File: src/acu_pkg.sv
// ****************************************
// Constants
// ****************************************
package acu_pkg;
  localparam logic [7:0] OPC_DECR_MEM = 8'h35;
  localparam logic [7:0] OPC_PFX_X = 8'hdd;
  localparam logic [7:0] OPC_PFX_Y = 8'hfd;
  localparam logic [7:0] OPC_PFX_ED = 8'hed;
  localparam logic [7:0] OPC_NEGATE = 8'h44;
  localparam logic [7:0] OPC_BCD_ADJ = 8'h27;
  localparam logic [7:0] OPC_INVERT = 8'h2f;
  localparam logic [7:0] OPC_CY_INV = 8'h3f;
  localparam logic [7:0] OPC_CY_SET = 8'h37;
  localparam logic [1:0] DECR_HI = 2'h0;
  localparam logic [2:0] DECR_LO = 3'h5;
  localparam logic [2:0] SEL_MEM = 3'h6;
  localparam logic [2:0] SEL_ACC = 3'h7;
  localparam logic [4:0] T_REG = 5'h04;
  localparam logic [4:0] T_PTR = 5'h0b;
  localparam logic [4:0] T_IDX = 5'h17;
  localparam logic [4:0] T_NEGATE = 5'h08;
  localparam int FL_S = 7;
  localparam int FL_Z = 6;
  localparam int FL_H = 4;
  localparam int FL_PV = 2;
  localparam int FL_N = 1;
  localparam int FL_C = 0;
  localparam int ST_BUSY = 0;
  localparam int ST_ILL = 1;
  localparam int ST_TCNT = 8;
  localparam logic [7:0] OFF_MEM = 8'h20;
  localparam logic [7:0] OFF_IDXX = 8'h24;
  localparam logic [7:0] OFF_IDXY = 8'h28;
  localparam logic [7:0] OFF_CMD = 8'h2c;
  localparam logic [7:0] OFF_STAT = 8'h30;
  localparam logic [7:0] OFF_EA = 8'h34;
  localparam logic [7:0] RST_BYTE = 8'h00;
  localparam logic [15:0] RST_WORD = 16'h0000;
  localparam logic [7:0] BYTE_MIN = 8'h80;
  localparam logic [7:0] BCD_MAX = 8'h99;
  localparam logic [3:0] DIG_MAX = 4'h9;
  localparam logic [3:0] DIG_SUB = 4'h6;
  localparam logic [7:0] ADD_00 = 8'h00;
  localparam logic [7:0] ADD_06 = 8'h06;
  localparam logic [7:0] ADD_60 = 8'h60;
  localparam logic [7:0] ADD_66 = 8'h66;
  localparam logic [7:0] SUB_06 = 8'hfa;
  localparam logic [7:0] SUB_60 = 8'ha0;
  localparam logic [7:0] SUB_66 = 8'h9a;
  typedef enum logic [2:0] {
    ACU_DECR = 3'h0, ACU_DECM = 3'h1, ACU_BCDADJ = 3'h2, ACU_INVERT = 3'h3,
    ACU_NEGATE = 3'h4, ACU_CYINV = 3'h5, ACU_CYSET = 3'h6
  } acu_op_t;
  typedef enum logic {ACU_IDLE = 1'b0, ACU_EXEC = 1'b1} acu_state_t;
endpackage : acu_pkg

File: src/acu_unary_alu.sv
`timescale 1ns/100ps
// Function
// - Decode decrement: 00rrr101 register, 35 pointer pair, DD/FD 35 d indexed.
// - Register field 000..101 picks B..L, 111 accumulator, 110 is memory.
// - Decrement writes back byte minus one in 4, 11 or 23 states.
// - Decrement sets S, Z, H on borrow from bit 4, PV on 80h, N; C kept.
// - Adjust after addition adds 00, 06, 60 or 66 per nibbles and flags.
// - Adjust after subtraction adds 00, FA, A0 or 9A per nibbles and flags.
// - Adjust sets carry when upper correction applied, else clears; H per table.
// - Adjust sets S, Z, even parity on PV; N unchanged.
// - Opcode 2F inverts accumulator in 4 states, sets H and N only.
// - ED 44 replaces accumulator by zero minus it in 8 states.
// - Negating 80h leaves 80h.
// - Negation sets S, Z, H on borrow from bit 4, PV on 80h, N.
// - Negation sets carry when accumulator was non-zero, else clears it.
// - Opcode 3F inverts carry in 4 states, clears N, keeps S, Z, PV.
// - Carry invert copies old carry into H.
// - Carry force sets C, clears H and N in 4 states.
module acu_unary_alu (
  input wire logic mclk,
  input wire logic rst_n,
  input wire logic wb_cyc_i,
  input wire logic wb_stb_i,
  input wire logic wb_we_i,
  input wire logic [7:0] wb_adr_i,
  input wire logic [3:0] wb_sel_i,
  input wire logic [31:0] wb_dat_i,
  output logic [31:0] wb_dat_o,
  output logic wb_ack_o,
  output logic busy
);
  // ****************************************
  // Reset release
  // ****************************************
  logic rstMeta_q, rstSync_q;
  always_ff @(posedge mclk or negedge rst_n) begin
    if (!rst_n) begin
      {rstSync_q, rstMeta_q} <= 2'b00;
    end else begin
      {rstSync_q, rstMeta_q} <= {rstMeta_q, 1'b1};
    end
  end

  // ****************************************
  // Decode
  // ****************************************
  function automatic logic [9:0] decodeFn(input logic [7:0] b0,
                                          input logic [7:0] b1);
    logic [9:0] d;
    d = 10'h000;
    if ((b0 == acu_pkg::OPC_PFX_X || b0 == acu_pkg::OPC_PFX_Y)
        && b1 == acu_pkg::OPC_DECR_MEM) begin
      d = {1'b1, 1'b1, acu_pkg::ACU_DECM, acu_pkg::T_IDX};
    end else if (b0 == acu_pkg::OPC_PFX_ED && b1 == acu_pkg::OPC_NEGATE) begin
      d = {1'b1, 1'b0, acu_pkg::ACU_NEGATE, acu_pkg::T_NEGATE};
    end else if (b0[7:6] == acu_pkg::DECR_HI
                 && b0[2:0] == acu_pkg::DECR_LO) begin
      if (b0[5:3] == acu_pkg::SEL_MEM) begin
        d = {1'b1, 1'b0, acu_pkg::ACU_DECM, acu_pkg::T_PTR};
      end else begin
        d = {1'b1, 1'b0, acu_pkg::ACU_DECR, acu_pkg::T_REG};
      end
    end else if (b0 == acu_pkg::OPC_BCD_ADJ) begin
      d = {1'b1, 1'b0, acu_pkg::ACU_BCDADJ, acu_pkg::T_REG};
    end else if (b0 == acu_pkg::OPC_INVERT) begin
      d = {1'b1, 1'b0, acu_pkg::ACU_INVERT, acu_pkg::T_REG};
    end else if (b0 == acu_pkg::OPC_CY_INV) begin
      d = {1'b1, 1'b0, acu_pkg::ACU_CYINV, acu_pkg::T_REG};
    end else if (b0 == acu_pkg::OPC_CY_SET) begin
      d = {1'b1, 1'b0, acu_pkg::ACU_CYSET, acu_pkg::T_REG};
    end
    return d;
  endfunction : decodeFn

  function automatic logic [15:0] bcdAdjFn(input logic [7:0] a,
                                           input logic [7:0] f);
    logic lowAdj, highAdj;
    logic [7:0] corr, r, nf;
    lowAdj = f[acu_pkg::FL_H] | (a[3:0] > acu_pkg::DIG_MAX);
    highAdj = f[acu_pkg::FL_C] | (a > acu_pkg::BCD_MAX);
    nf = f;
    if (!f[acu_pkg::FL_N]) begin
      unique case ({highAdj, lowAdj})
        2'b00: corr = acu_pkg::ADD_00;
        2'b01: corr = acu_pkg::ADD_06;
        2'b10: corr = acu_pkg::ADD_60;
        2'b11: corr = acu_pkg::ADD_66;
      endcase
      nf[acu_pkg::FL_H] = a[3:0] > acu_pkg::DIG_MAX;
    end else begin
      unique case ({highAdj, lowAdj})
        2'b00: corr = acu_pkg::ADD_00;
        2'b01: corr = acu_pkg::SUB_06;
        2'b10: corr = acu_pkg::SUB_60;
        2'b11: corr = acu_pkg::SUB_66;
      endcase
      nf[acu_pkg::FL_H] = f[acu_pkg::FL_H] & (a[3:0] < acu_pkg::DIG_SUB);
    end
    r = a + corr;
    nf[acu_pkg::FL_C] = highAdj;
    nf[acu_pkg::FL_S] = r[7];
    nf[acu_pkg::FL_Z] = (r == 8'h00);
    nf[acu_pkg::FL_PV] = ~^r;
    return {r, nf};
  endfunction : bcdAdjFn

  // ****************************************
  // Bus request
  // ****************************************
  acu_pkg::acu_state_t state_q;
  acu_pkg::acu_op_t op_q;
  logic [7:0] regFile_q [0:7];
  logic [7:0] mem_q, accQ, flagQ;
  logic [15:0] idxX_q, idxY_q, ea_q, eaD;
  logic [4:0] tCnt_q;
  logic [2:0] tgt_q;
  logic [31:0] wbDat_q;
  logic [9:0] opDec;
  logic ill_q, wbAck_q, reqNew, wrIdle, cmdWr, launch, commit;
  assign accQ = regFile_q[acu_pkg::SEL_ACC];
  assign flagQ = regFile_q[acu_pkg::SEL_MEM];
  assign reqNew = wb_cyc_i & wb_stb_i & ~wbAck_q;
  assign wrIdle = reqNew & wb_we_i & wb_sel_i[0]
    & (state_q == acu_pkg::ACU_IDLE);
  assign cmdWr = wrIdle & (wb_adr_i == acu_pkg::OFF_CMD);
  assign opDec = decodeFn(wb_dat_i[7:0], wb_dat_i[15:8]);
  assign launch = cmdWr & opDec[9];
  assign commit = (state_q == acu_pkg::ACU_EXEC) & (tCnt_q == 5'h00);
  assign eaD = opDec[8] ? (idxX_q + {{8{wb_dat_i[23]}}, wb_dat_i[23:16]})
    : {regFile_q[4], regFile_q[5]};

  always_ff @(posedge mclk or negedge rstSync_q) begin
    if (!rstSync_q) begin
      state_q <= acu_pkg::ACU_IDLE;
      tCnt_q <= 5'h00;
      op_q <= acu_pkg::ACU_DECR;
      tgt_q <= 3'h0;
    end else if (launch) begin
      state_q <= acu_pkg::ACU_EXEC;
      tCnt_q <= opDec[4:0] - 5'h01;
      op_q <= acu_pkg::acu_op_t'(opDec[7:5]);
      tgt_q <= wb_dat_i[5:3];
    end else if (commit) begin
      state_q <= acu_pkg::ACU_IDLE;
    end else if (state_q == acu_pkg::ACU_EXEC) begin
      tCnt_q <= tCnt_q - 5'h01;
    end
  end
  assign busy = state_q;

  // ****************************************
  // Result
  // ****************************************
  logic [7:0] opnd, res, newF;
  logic [15:0] bcdAdj;
  always_comb begin
    opnd = (op_q == acu_pkg::ACU_DECM) ? mem_q : regFile_q[tgt_q];
    bcdAdj = bcdAdjFn(accQ, flagQ);
    res = accQ;
    newF = flagQ;
    unique case (op_q)
      acu_pkg::ACU_DECR, acu_pkg::ACU_DECM: begin
        res = opnd - 8'h01;
        newF[acu_pkg::FL_S] = res[7];
        newF[acu_pkg::FL_Z] = (res == 8'h00);
        newF[acu_pkg::FL_H] = (opnd[3:0] == 4'h0);
        newF[acu_pkg::FL_PV] = (opnd == acu_pkg::BYTE_MIN);
        newF[acu_pkg::FL_N] = 1'b1;
      end
      acu_pkg::ACU_BCDADJ: begin
        res = bcdAdj[15:8];
        newF = bcdAdj[7:0];
      end
      acu_pkg::ACU_INVERT: begin
        res = ~accQ;
        newF[acu_pkg::FL_H] = 1'b1;
        newF[acu_pkg::FL_N] = 1'b1;
      end
      acu_pkg::ACU_NEGATE: begin
        res = 8'h00 - accQ;
        newF[acu_pkg::FL_S] = res[7];
        newF[acu_pkg::FL_Z] = (res == 8'h00);
        newF[acu_pkg::FL_H] = (accQ[3:0] != 4'h0);
        newF[acu_pkg::FL_PV] = (accQ == acu_pkg::BYTE_MIN);
        newF[acu_pkg::FL_N] = 1'b1;
        newF[acu_pkg::FL_C] = (accQ != 8'h00);
      end
      acu_pkg::ACU_CYINV: begin
        newF[acu_pkg::FL_H] = flagQ[acu_pkg::FL_C];
        newF[acu_pkg::FL_N] = 1'b0;
        newF[acu_pkg::FL_C] = ~flagQ[acu_pkg::FL_C];
      end
      acu_pkg::ACU_CYSET: begin
        newF[acu_pkg::FL_H] = 1'b0;
        newF[acu_pkg::FL_N] = 1'b0;
        newF[acu_pkg::FL_C] = 1'b1;
      end
      default: begin
        res = accQ;
      end
    endcase
  end

  // ****************************************
  // Architectural state
  // ****************************************
  always_ff @(posedge mclk or negedge rstSync_q) begin
    if (!rstSync_q) begin
      for (int i = 0; i < 8; i++) begin
        regFile_q[i] <= acu_pkg::RST_BYTE;
      end
      mem_q <= acu_pkg::RST_BYTE;
    end else if (commit) begin
      regFile_q[acu_pkg::SEL_MEM] <= newF;
      if (op_q == acu_pkg::ACU_DECM) begin
        mem_q <= res;
      end else if (op_q == acu_pkg::ACU_DECR) begin
        regFile_q[tgt_q] <= res;
      end else begin
        regFile_q[acu_pkg::SEL_ACC] <= res;
      end
    end else if (wrIdle && wb_adr_i[7:5] == 3'h0 && ~|wb_adr_i[1:0]) begin
      regFile_q[wb_adr_i[4:2]] <= wb_dat_i[7:0];
    end else if (wrIdle && wb_adr_i == acu_pkg::OFF_MEM) begin
      mem_q <= wb_dat_i[7:0];
    end
  end
  always_ff @(posedge mclk or negedge rstSync_q) begin
    if (!rstSync_q) begin
      idxX_q <= acu_pkg::RST_WORD;
      idxY_q <= acu_pkg::RST_WORD;
    end else if (wrIdle && wb_sel_i[1]) begin
      if (wb_adr_i == acu_pkg::OFF_IDXX) idxX_q <= wb_dat_i[15:0];
      if (wb_adr_i == acu_pkg::OFF_IDXY) idxY_q <= wb_dat_i[15:0];
    end
  end
  always_ff @(posedge mclk or negedge rstSync_q) begin
    if (!rstSync_q) begin
      ea_q <= acu_pkg::RST_WORD;
    end else if (launch && opDec[7:5] == acu_pkg::ACU_DECM) begin
      ea_q <= (wb_dat_i[7:0] == acu_pkg::OPC_PFX_Y)
        ? idxY_q + {{8{wb_dat_i[23]}}, wb_dat_i[23:16]} : eaD;
    end
  end
  always_ff @(posedge mclk or negedge rstSync_q) begin
    if (!rstSync_q) begin
      ill_q <= 1'b0;
    end else if (cmdWr && !opDec[9]) begin
      ill_q <= 1'b1;
    end else if (wrIdle && wb_adr_i == acu_pkg::OFF_STAT
                 && wb_dat_i[acu_pkg::ST_ILL]) begin
      ill_q <= 1'b0;
    end
  end

  // ****************************************
  // Bus answer
  // ****************************************
  always_ff @(posedge mclk or negedge rstSync_q) begin
    if (!rstSync_q) begin
      wbAck_q <= 1'b0;
      wbDat_q <= 32'h0000_0000;
    end else begin
      wbAck_q <= reqNew;
      if (reqNew && !wb_we_i) begin
        wbDat_q <= 32'h0000_0000;
        if (wb_adr_i[7:5] == 3'h0 && wb_adr_i[1:0] == 2'h0) begin
          wbDat_q[7:0] <= regFile_q[wb_adr_i[4:2]];
        end else if (wb_adr_i == acu_pkg::OFF_MEM) begin
          wbDat_q[7:0] <= mem_q;
        end else if (wb_adr_i == acu_pkg::OFF_IDXX) begin
          wbDat_q[15:0] <= idxX_q;
        end else if (wb_adr_i == acu_pkg::OFF_IDXY) begin
          wbDat_q[15:0] <= idxY_q;
        end else if (wb_adr_i == acu_pkg::OFF_STAT) begin
          wbDat_q[acu_pkg::ST_BUSY] <= state_q;
          wbDat_q[acu_pkg::ST_ILL] <= ill_q;
          wbDat_q[acu_pkg::ST_TCNT +: 5] <= tCnt_q;
        end else if (wb_adr_i == acu_pkg::OFF_EA) begin
          wbDat_q[15:0] <= ea_q;
        end
      end
    end
  end
  assign wb_ack_o = wbAck_q;
  assign wb_dat_o = wbDat_q;
endmodule : acu_unary_alu

File: config.mk
export PLATFORM = sky130hd
export DESIGN_NAME = acu_unary_alu
export DESIGN_NICKNAME = d
export VERILOG_FILES = /design/src/acu_pkg.sv /design/src/acu_unary_alu.sv
export SDC_FILE = /design/constraint.sdc
export NUM_CORES = 1
export LEC_CHECK = 0
export BUFFER_PORTS_ARGS = -buffer_cell sky130_fd_sc_hd__clkbuf_2
export CAP_MARGIN = 30
export CORE_MARGIN = 1
export CORE_UTILIZATION = 45
export CTS_CLUSTER_DIAMETER = 40
export CTS_CLUSTER_SIZE = 12
export DETAILED_ROUTE_END_ITERATION = 7
export HOLD_SLACK_MARGIN = 0.05
export PLACE_DENSITY = 0.67
export SKIP_LAST_GASP = 1
export SYNTH_ARGS = -nofsm -noshare
export SYNTH_HDL_FRONTEND = slang
export SYNTH_SLANG_ARGS = --single-unit
File: constraint.sdc
create_clock -name mclk -period 5.7 [get_ports mclk]
set_input_delay 0.285 -clock mclk [delete_from_list [all_inputs] [get_ports mclk]]
set_output_delay 0.285 -clock mclk [all_outputs]
set_load 0.05 [all_outputs]
; Yosys cells after proc, flatten, opt, wreduce, memory -nomap -nowiden
; Cells that the tools add are included.
[word_totals]
register_bits = 152
latch_bits = 0
ram_bits = 0
romBits = 0
input_bits = 49
out_inout_bits = 34
word_cells = 194
memories = 0
[classes]
add_sub_neg = 7
n_mul = 0
n_div = 0
magnitude_cmp = 7
n_eq_ne = 34
n_shift = 0
muxes = 60
n_bitwise = 17
n_reduce_logical = 47
[ops]
columns = op, count
row1 = 64-bit 2-to-1 mux, 3
row2 = 8-bit 2-to-1 mux, 17
row3 = 64-bit bitwise mux, 2
row4 = 8-bit case mux with 4 select lines, 3
row5 = 8-bit by 6-bit equality test with 1-bit output (second input constant), 11
row6 = 16-bit 2-to-1 mux, 5
row7 = 10-bit 2-to-1 mux, 7
row8 = 56-bit 2-to-1 mux, 1
row9 = 8-bit binary-select mux with 3-bit select, 2
row10 = 8-bit demux with 3-bit select, 2
row11 = 8-bit equality test (second input constant), 5
row12 = 16-bit adder, 2
row13 = 8-bit logical NOT, 3
row14 = 5-bit 2-to-1 mux, 4
row15 = 3-bit equality test (second input constant), 5
row16 = 1-bit logical AND, 15
row17 = 6-bit 2-to-1 mux, 2
row18 = 2-bit nonzero test, 5
row19 = 5-bit by 1-bit subtractor with 5-bit output (second input constant), 2
row20 = 1-bit AND, 9
row21 = 8-bit adder, 1
row22 = 8-bit by 7-bit equality test with 1-bit output (second input constant), 1
row23 = 4-bit >= comparator (second input constant), 2
row24 = 8-bit greater-than comparator (second input constant), 1
row25 = 36 further kinds, 62

; Logic depth before layout (Yosys ltp)
[logic_depth]
depth_word = 12
ltp_mapped = 22
depth_no_buf = 22

; Worst setup path after synthesis
; No wires, ideal clock.
[synth_timing]
path_type = reg2reg
startpoint = reg regFile_q (netlist bit accQ[1])
endpoint = reg regFile_q (netlist bit flagQ[2])
setup_time_ps = 66
arrival_time_ps = 4011
t_required_ps = 5634
setup_slack_ps = 1623
stages_incl_launch_ff = 22
n_path_buf = 0
synth_period_minus_slack_ps = 4077
cell_sequence = dfrtp_1 > inv_1 > ha_1 > nor2_1 > o21ai_0 > nor2b_1 > inv_1 > ha_1 > nor3_1 > a21oi_1 > ha_1 > a21boi_0 > o21a_1 > nor2_1 > xnor2_1 > ha_1 > xor2_1 > xnor2_1 > o311ai_0 > a21oi_1 > a211o_1 > nand2_1
[synth_between]
elab_chain_cells = 12
word_cells_on_any_way = 27
classes_between = add/sub (3) / order compare (2) / eq/ne (5) / mux (13) / bitwise (2) / reduce/logical (2)
[synth_lines]
columns = element, line
row1 = from (decl), acu_unary_alu.sv:112  ; logic [7:0] regFile_q [0:7];
row2 = "from (signal, indexed assignment)", acu_unary_alu.sv:210  ; regFile_q[i] <= acu_pkg::RST_BYTE;
row3 = "from (signal, indexed assignment)", acu_unary_alu.sv:214  ; regFile_q[acu_pkg::SEL_MEM] <= newF;
row4 = "from (signal, indexed assignment)", acu_unary_alu.sv:218  ; regFile_q[tgt_q] <= res;
row5 = 8-bit greater-than comparator / 4-bit greater-than comparator (equally long branches), "acu_unary_alu.sv:80, acu_unary_alu.sv:79"
row6 = "1-bit OR, on equally long branches", "acu_unary_alu.sv:80, acu_unary_alu.sv:79"
row7 = 2-bit equality test (tied with other cells), "acu_unary_alu.sv:83, acu_unary_alu.sv:91"
row8 = "8-bit case mux with 4 select lines, on equally long branches", "acu_unary_alu.sv:83, acu_unary_alu.sv:91"
row9 = 8-bit 2-to-1 mux, acu_unary_alu.sv:82  ; if (!f[acu_pkg::FL_N]) begin
row10 = 8-bit adder, acu_unary_alu.sv:99  ; r = a + corr;
row11 = 8-bit XNOR reduction, acu_unary_alu.sv:103  ; nf[acu_pkg::FL_PV] = ~^r;
row12 = 1-bit case mux with 3 select lines, acu_unary_alu.sv:161  ; unique case (op_q)
row13 = 64-bit bitwise mux, acu_unary_alu.sv:218
row14 = 56-bit 2-to-1 mux, acu_unary_alu.sv:217  ; end else if (op_q == acu_pkg::ACU_DECR) begin
row15 = 64-bit 2-to-1 mux *, acu_unary_alu.sv:215  ; if (op_q == acu_pkg::ACU_DECM) begin
row16 = 64-bit 2-to-1 mux *, acu_unary_alu.sv:213  ; end else if (commit) begin
; Mark *: on every way between the ends. The rest lies on a longest branch, timed or not. The select of a mux whose other input is x is not followed.
; A chain may end at the register's enable or synchronous reset.

; Worst setup path after layout
; Same ends and word-level chain as after synthesis.

==> run metrics <==
Final Critical Period=roughly 4900 ps; clk buf depth=2; grt met3 use=6.73%; asr flop ratio synth=100%; Mapped Area=between 0.01 and 0.015 mm^2; worst-path cell chain=inv_1 -> ha_1 -> nor2_1 -> o21ai_0 -> nor2b_1 -> inv_1 -> ha_1 -> nor3_1 -> a21oi_1 -> ha_1 -> a21boi_0 -> o21a_1 -> nor2_1 -> xnor2_1 -> ha_1 -> xor2_1 -> xnor2_1 -> o311ai_0 -> a21oi_1 -> a211o_1 -> nand2_1; Setup Viol. Count Final=0; Distinct cells, synth=86; Antenna Violating Nets Remaining=0; crit path capture type=register; Fin Clk Skew=14.9 ps; Clk pin slew, worst setup/hold paths=~70 ps; CP Data Required Time=~6100 ps; CP arrival=between 5000 and 6000 ps; Slew HR=between 20% and 30%; total clock sinks=152; TritonRoute pass-1 iters=7; Max Slew Vio Count=0; PostCTS Resize Cnt=0; ys flop type=dfrtp_1; #FFs+latches synth=about 150; worst hold path type=in -> reg; power per cell area=approximately 210 mW/mm^2; global route total overflow=0; worst reg2reg setup slack=840 ps; total die area=around 0.026 mm^2; Fin Setup TNS=0 ps; vias in the first global route=between 10000 and 15000; via count=11063; CTS tree=done; Total Wirelength=between 30 and 40 mm; max_cap viols=0; # fillers=roughly 2300; RSZ-0062 raised after global routing=no; Area contributors post-synth=dfrtp_1, ha_1, o21ai_0; CTS root buffer=clkbuf_16; worst r2r src=accQ[1]; core area=between 0.02 and 0.025 mm^2; crit path kind=reg -> reg; cell taking the most area after synthesis=dfrtp_1; DP Area=0.0119 mm^2; most common cell in the synthesized netlist=dfrtp_1; Startpoint Class=register; Ant. Diodes=0; Layout area overhead=9.83%; Syn Inst Count=~1300; maximum vdd drop=0.223 mV; initial antenna violation count=0; first-pass GRT wire length=between 60 and 70 mm; Synth Warn #=0; fin crit share=between 80 and 90%; # DRC=0; leakage power=5.49 nW; Min-Delay Startpoint=wb_dat_i[10]; slowest CP cell=dfrtp_1; H-Tree Depth=4; CP peak stage delay=roughly 530 ps; Final Net Count=between 1000 and 1500; most frequent cells after synthesis=dfrtp_1, nand2_1, o21ai_0; met2 global-route usage=between 40% and 50%; total CTS buffers=17; Design Area, Final=roughly 0.013 mm^2; clk_lat worst skew=around 440 ps; Max FO, Critical Path=8; Final GP Congestion=a little under 1; initial core utilization=between 40% and 50%; wire per inst=between 20 and 25 um; Die W=161 um; share of cells above drive strength 1=16.4%; most used cell, CP=ha_1; Max Freq=approximately 210 MHz; Site Rows=between 50 and 60; Non-Filler Instances=~1700; largest net degree at the start of global routing=56; share of the synthesized area in the top cell type=33.3%; gr usage total=a little under a third; Iter 0 DRT Violations=between 1500 and 2000; vias per inst=between 6 and 7; Post-synth EDFFs=0; status=completed; Seq/Total Area, Yosys=about a third; Final Hold Fails=0; # IOs=between 80 and 90; Syn Area/Cell=~9 um^2; Critical path origin=accQ[1]; hpwl dp=approximately 29 mm; number of port buffers=56; dpl cells=1630; measured slew at the worst slew-check pin=~1100 ps; GRT Max-Usage Layer=met2; routing usage on met1=44.1%; height of the die=between 150 and 200 um
[final timing paths]
check,to,cells past startpoint
min in group asynchronous,rstSync_q,2
hold / removal,idxY_q[10],2
setup / recovery,flagQ[2],21
max in group asynchronous,regFile_q[48],1
setup reg to reg,flagQ[2],21
hold reg to reg,idxY_q[13],0
[layout by cell type (no fill, tap or decap), types with 9 or more instances in the layout]
cell type / instances
dfrtp_1: 151
nand2_1: 145
o21ai_0: 119
nor2_1: 92
a21oi_1: 82
clkbuf_2: 56
ha_1: 50
mux2_2: 49
a22oi_1: 40
inv_1: 39
nor3_1: 32
nand3_1: 29
buf_4: 27
mux4_2: 23
xnor2_1: 23
a31oi_1: 19
mux2i_1: 19
conb_1: 17
clkbuf_16: 17
nor2b_1: 16
a21o_1: 13
o221ai_1: 13
nand2b_1: 12
and2_1: 12
and3_1: 12
xor2_1: 11
a211o_1: 11
or3_1: 11
o22ai_1: 11
nand4_1: 10
o211ai_1: 10
o21a_1: 9
a221oi_1: 9
o21ai_1: 9
[cells by family (layout without fill, tap and decap cells)]
logic type / after synthesis / count (layout) / synth area share [%]
compound gates: 423 / 423 / 24.3
xor+xnor: 34 / 34 / 2.61
fa+ha+maj: 53 / 53 / 6.00
buf+inv: 132 / 158 / 5.33
flops: 152 / 152 / 33.3
mux: 92 / 92 / 11.2
other cells: 2 / 17 / 0.0657
simple gates: 411 / 411 / 17.2
[flip-flops by register name (all words and copies together) (netlist names)]
signal,cells
tCnt_q,5
wb_dat_o,16
regFile_q,48
mem_q,8
accQ,8
idxX_q,16
op_q,3
rstSync_q,1
busy,1
rstMeta_q,1
idxY_q,16
tgt_q,3
flagQ,8
ill_q,1
wb_ack_o,1
ea_q,16
[layer usage]
metal / vias to the layer above / wire length, um
met5: - / 0
met4: 0 / 1550
met3: 120 / 4390
met2: 729 / 17300
met1: 5350 / 16400
li1: 4864 / -
[where the power goes]
group          switching (mW)  internal (mW)
Sequential             0.0252           1.09
Clock                   0.540          0.633
Combinational           0.229          0.115
Total                   0.793           1.84
[per-stage QoR]
stage	utilization, %	setup slack, ps	power [mW]	hold slack (ps)
4_1_cts	51.0	919	2.63	101
2_1_floorplan	-	1150	1.37	-10.6
5_1_grt	51.0	456	2.71	104
3_3_place_gp	48.5	1000	1.47	70.5
3_5_place_dp	48.5	930	1.47	77.4
6_report	51.0	841	2.63	108
[critical path, delay by kind of cell (launching register included)]
kind	cells	cell delay, ps
adders and majority gates	4	1130
DFF	1	530
and+or+nand+nor	5	790
buffers and inverters	2	380
AOI/OAI and AO/OA	7	1560
xor gates and xnor gates	3	400
[area by class of cell]
type                       count  area (um^2)  area share [%]
clock buffer                  18          439            3.50
clock inverter                14          153            1.22
inverter                      40          150            1.20
multi-input combinational   1030         7090            56.5
sequential                   152         3810            30.3
tap                          324          405            3.23
timing repair buffer          86          508            4.05
[what timing repair did]
action / 4_1_cts / 5_1_grt
setup buffers: 0 / 0
endpoints found under the hold margin: 2 / 0
hold buffers: 1 / 0
setup endpoints to repair: 0 / 0
Power figures use the tool's default switching activity.
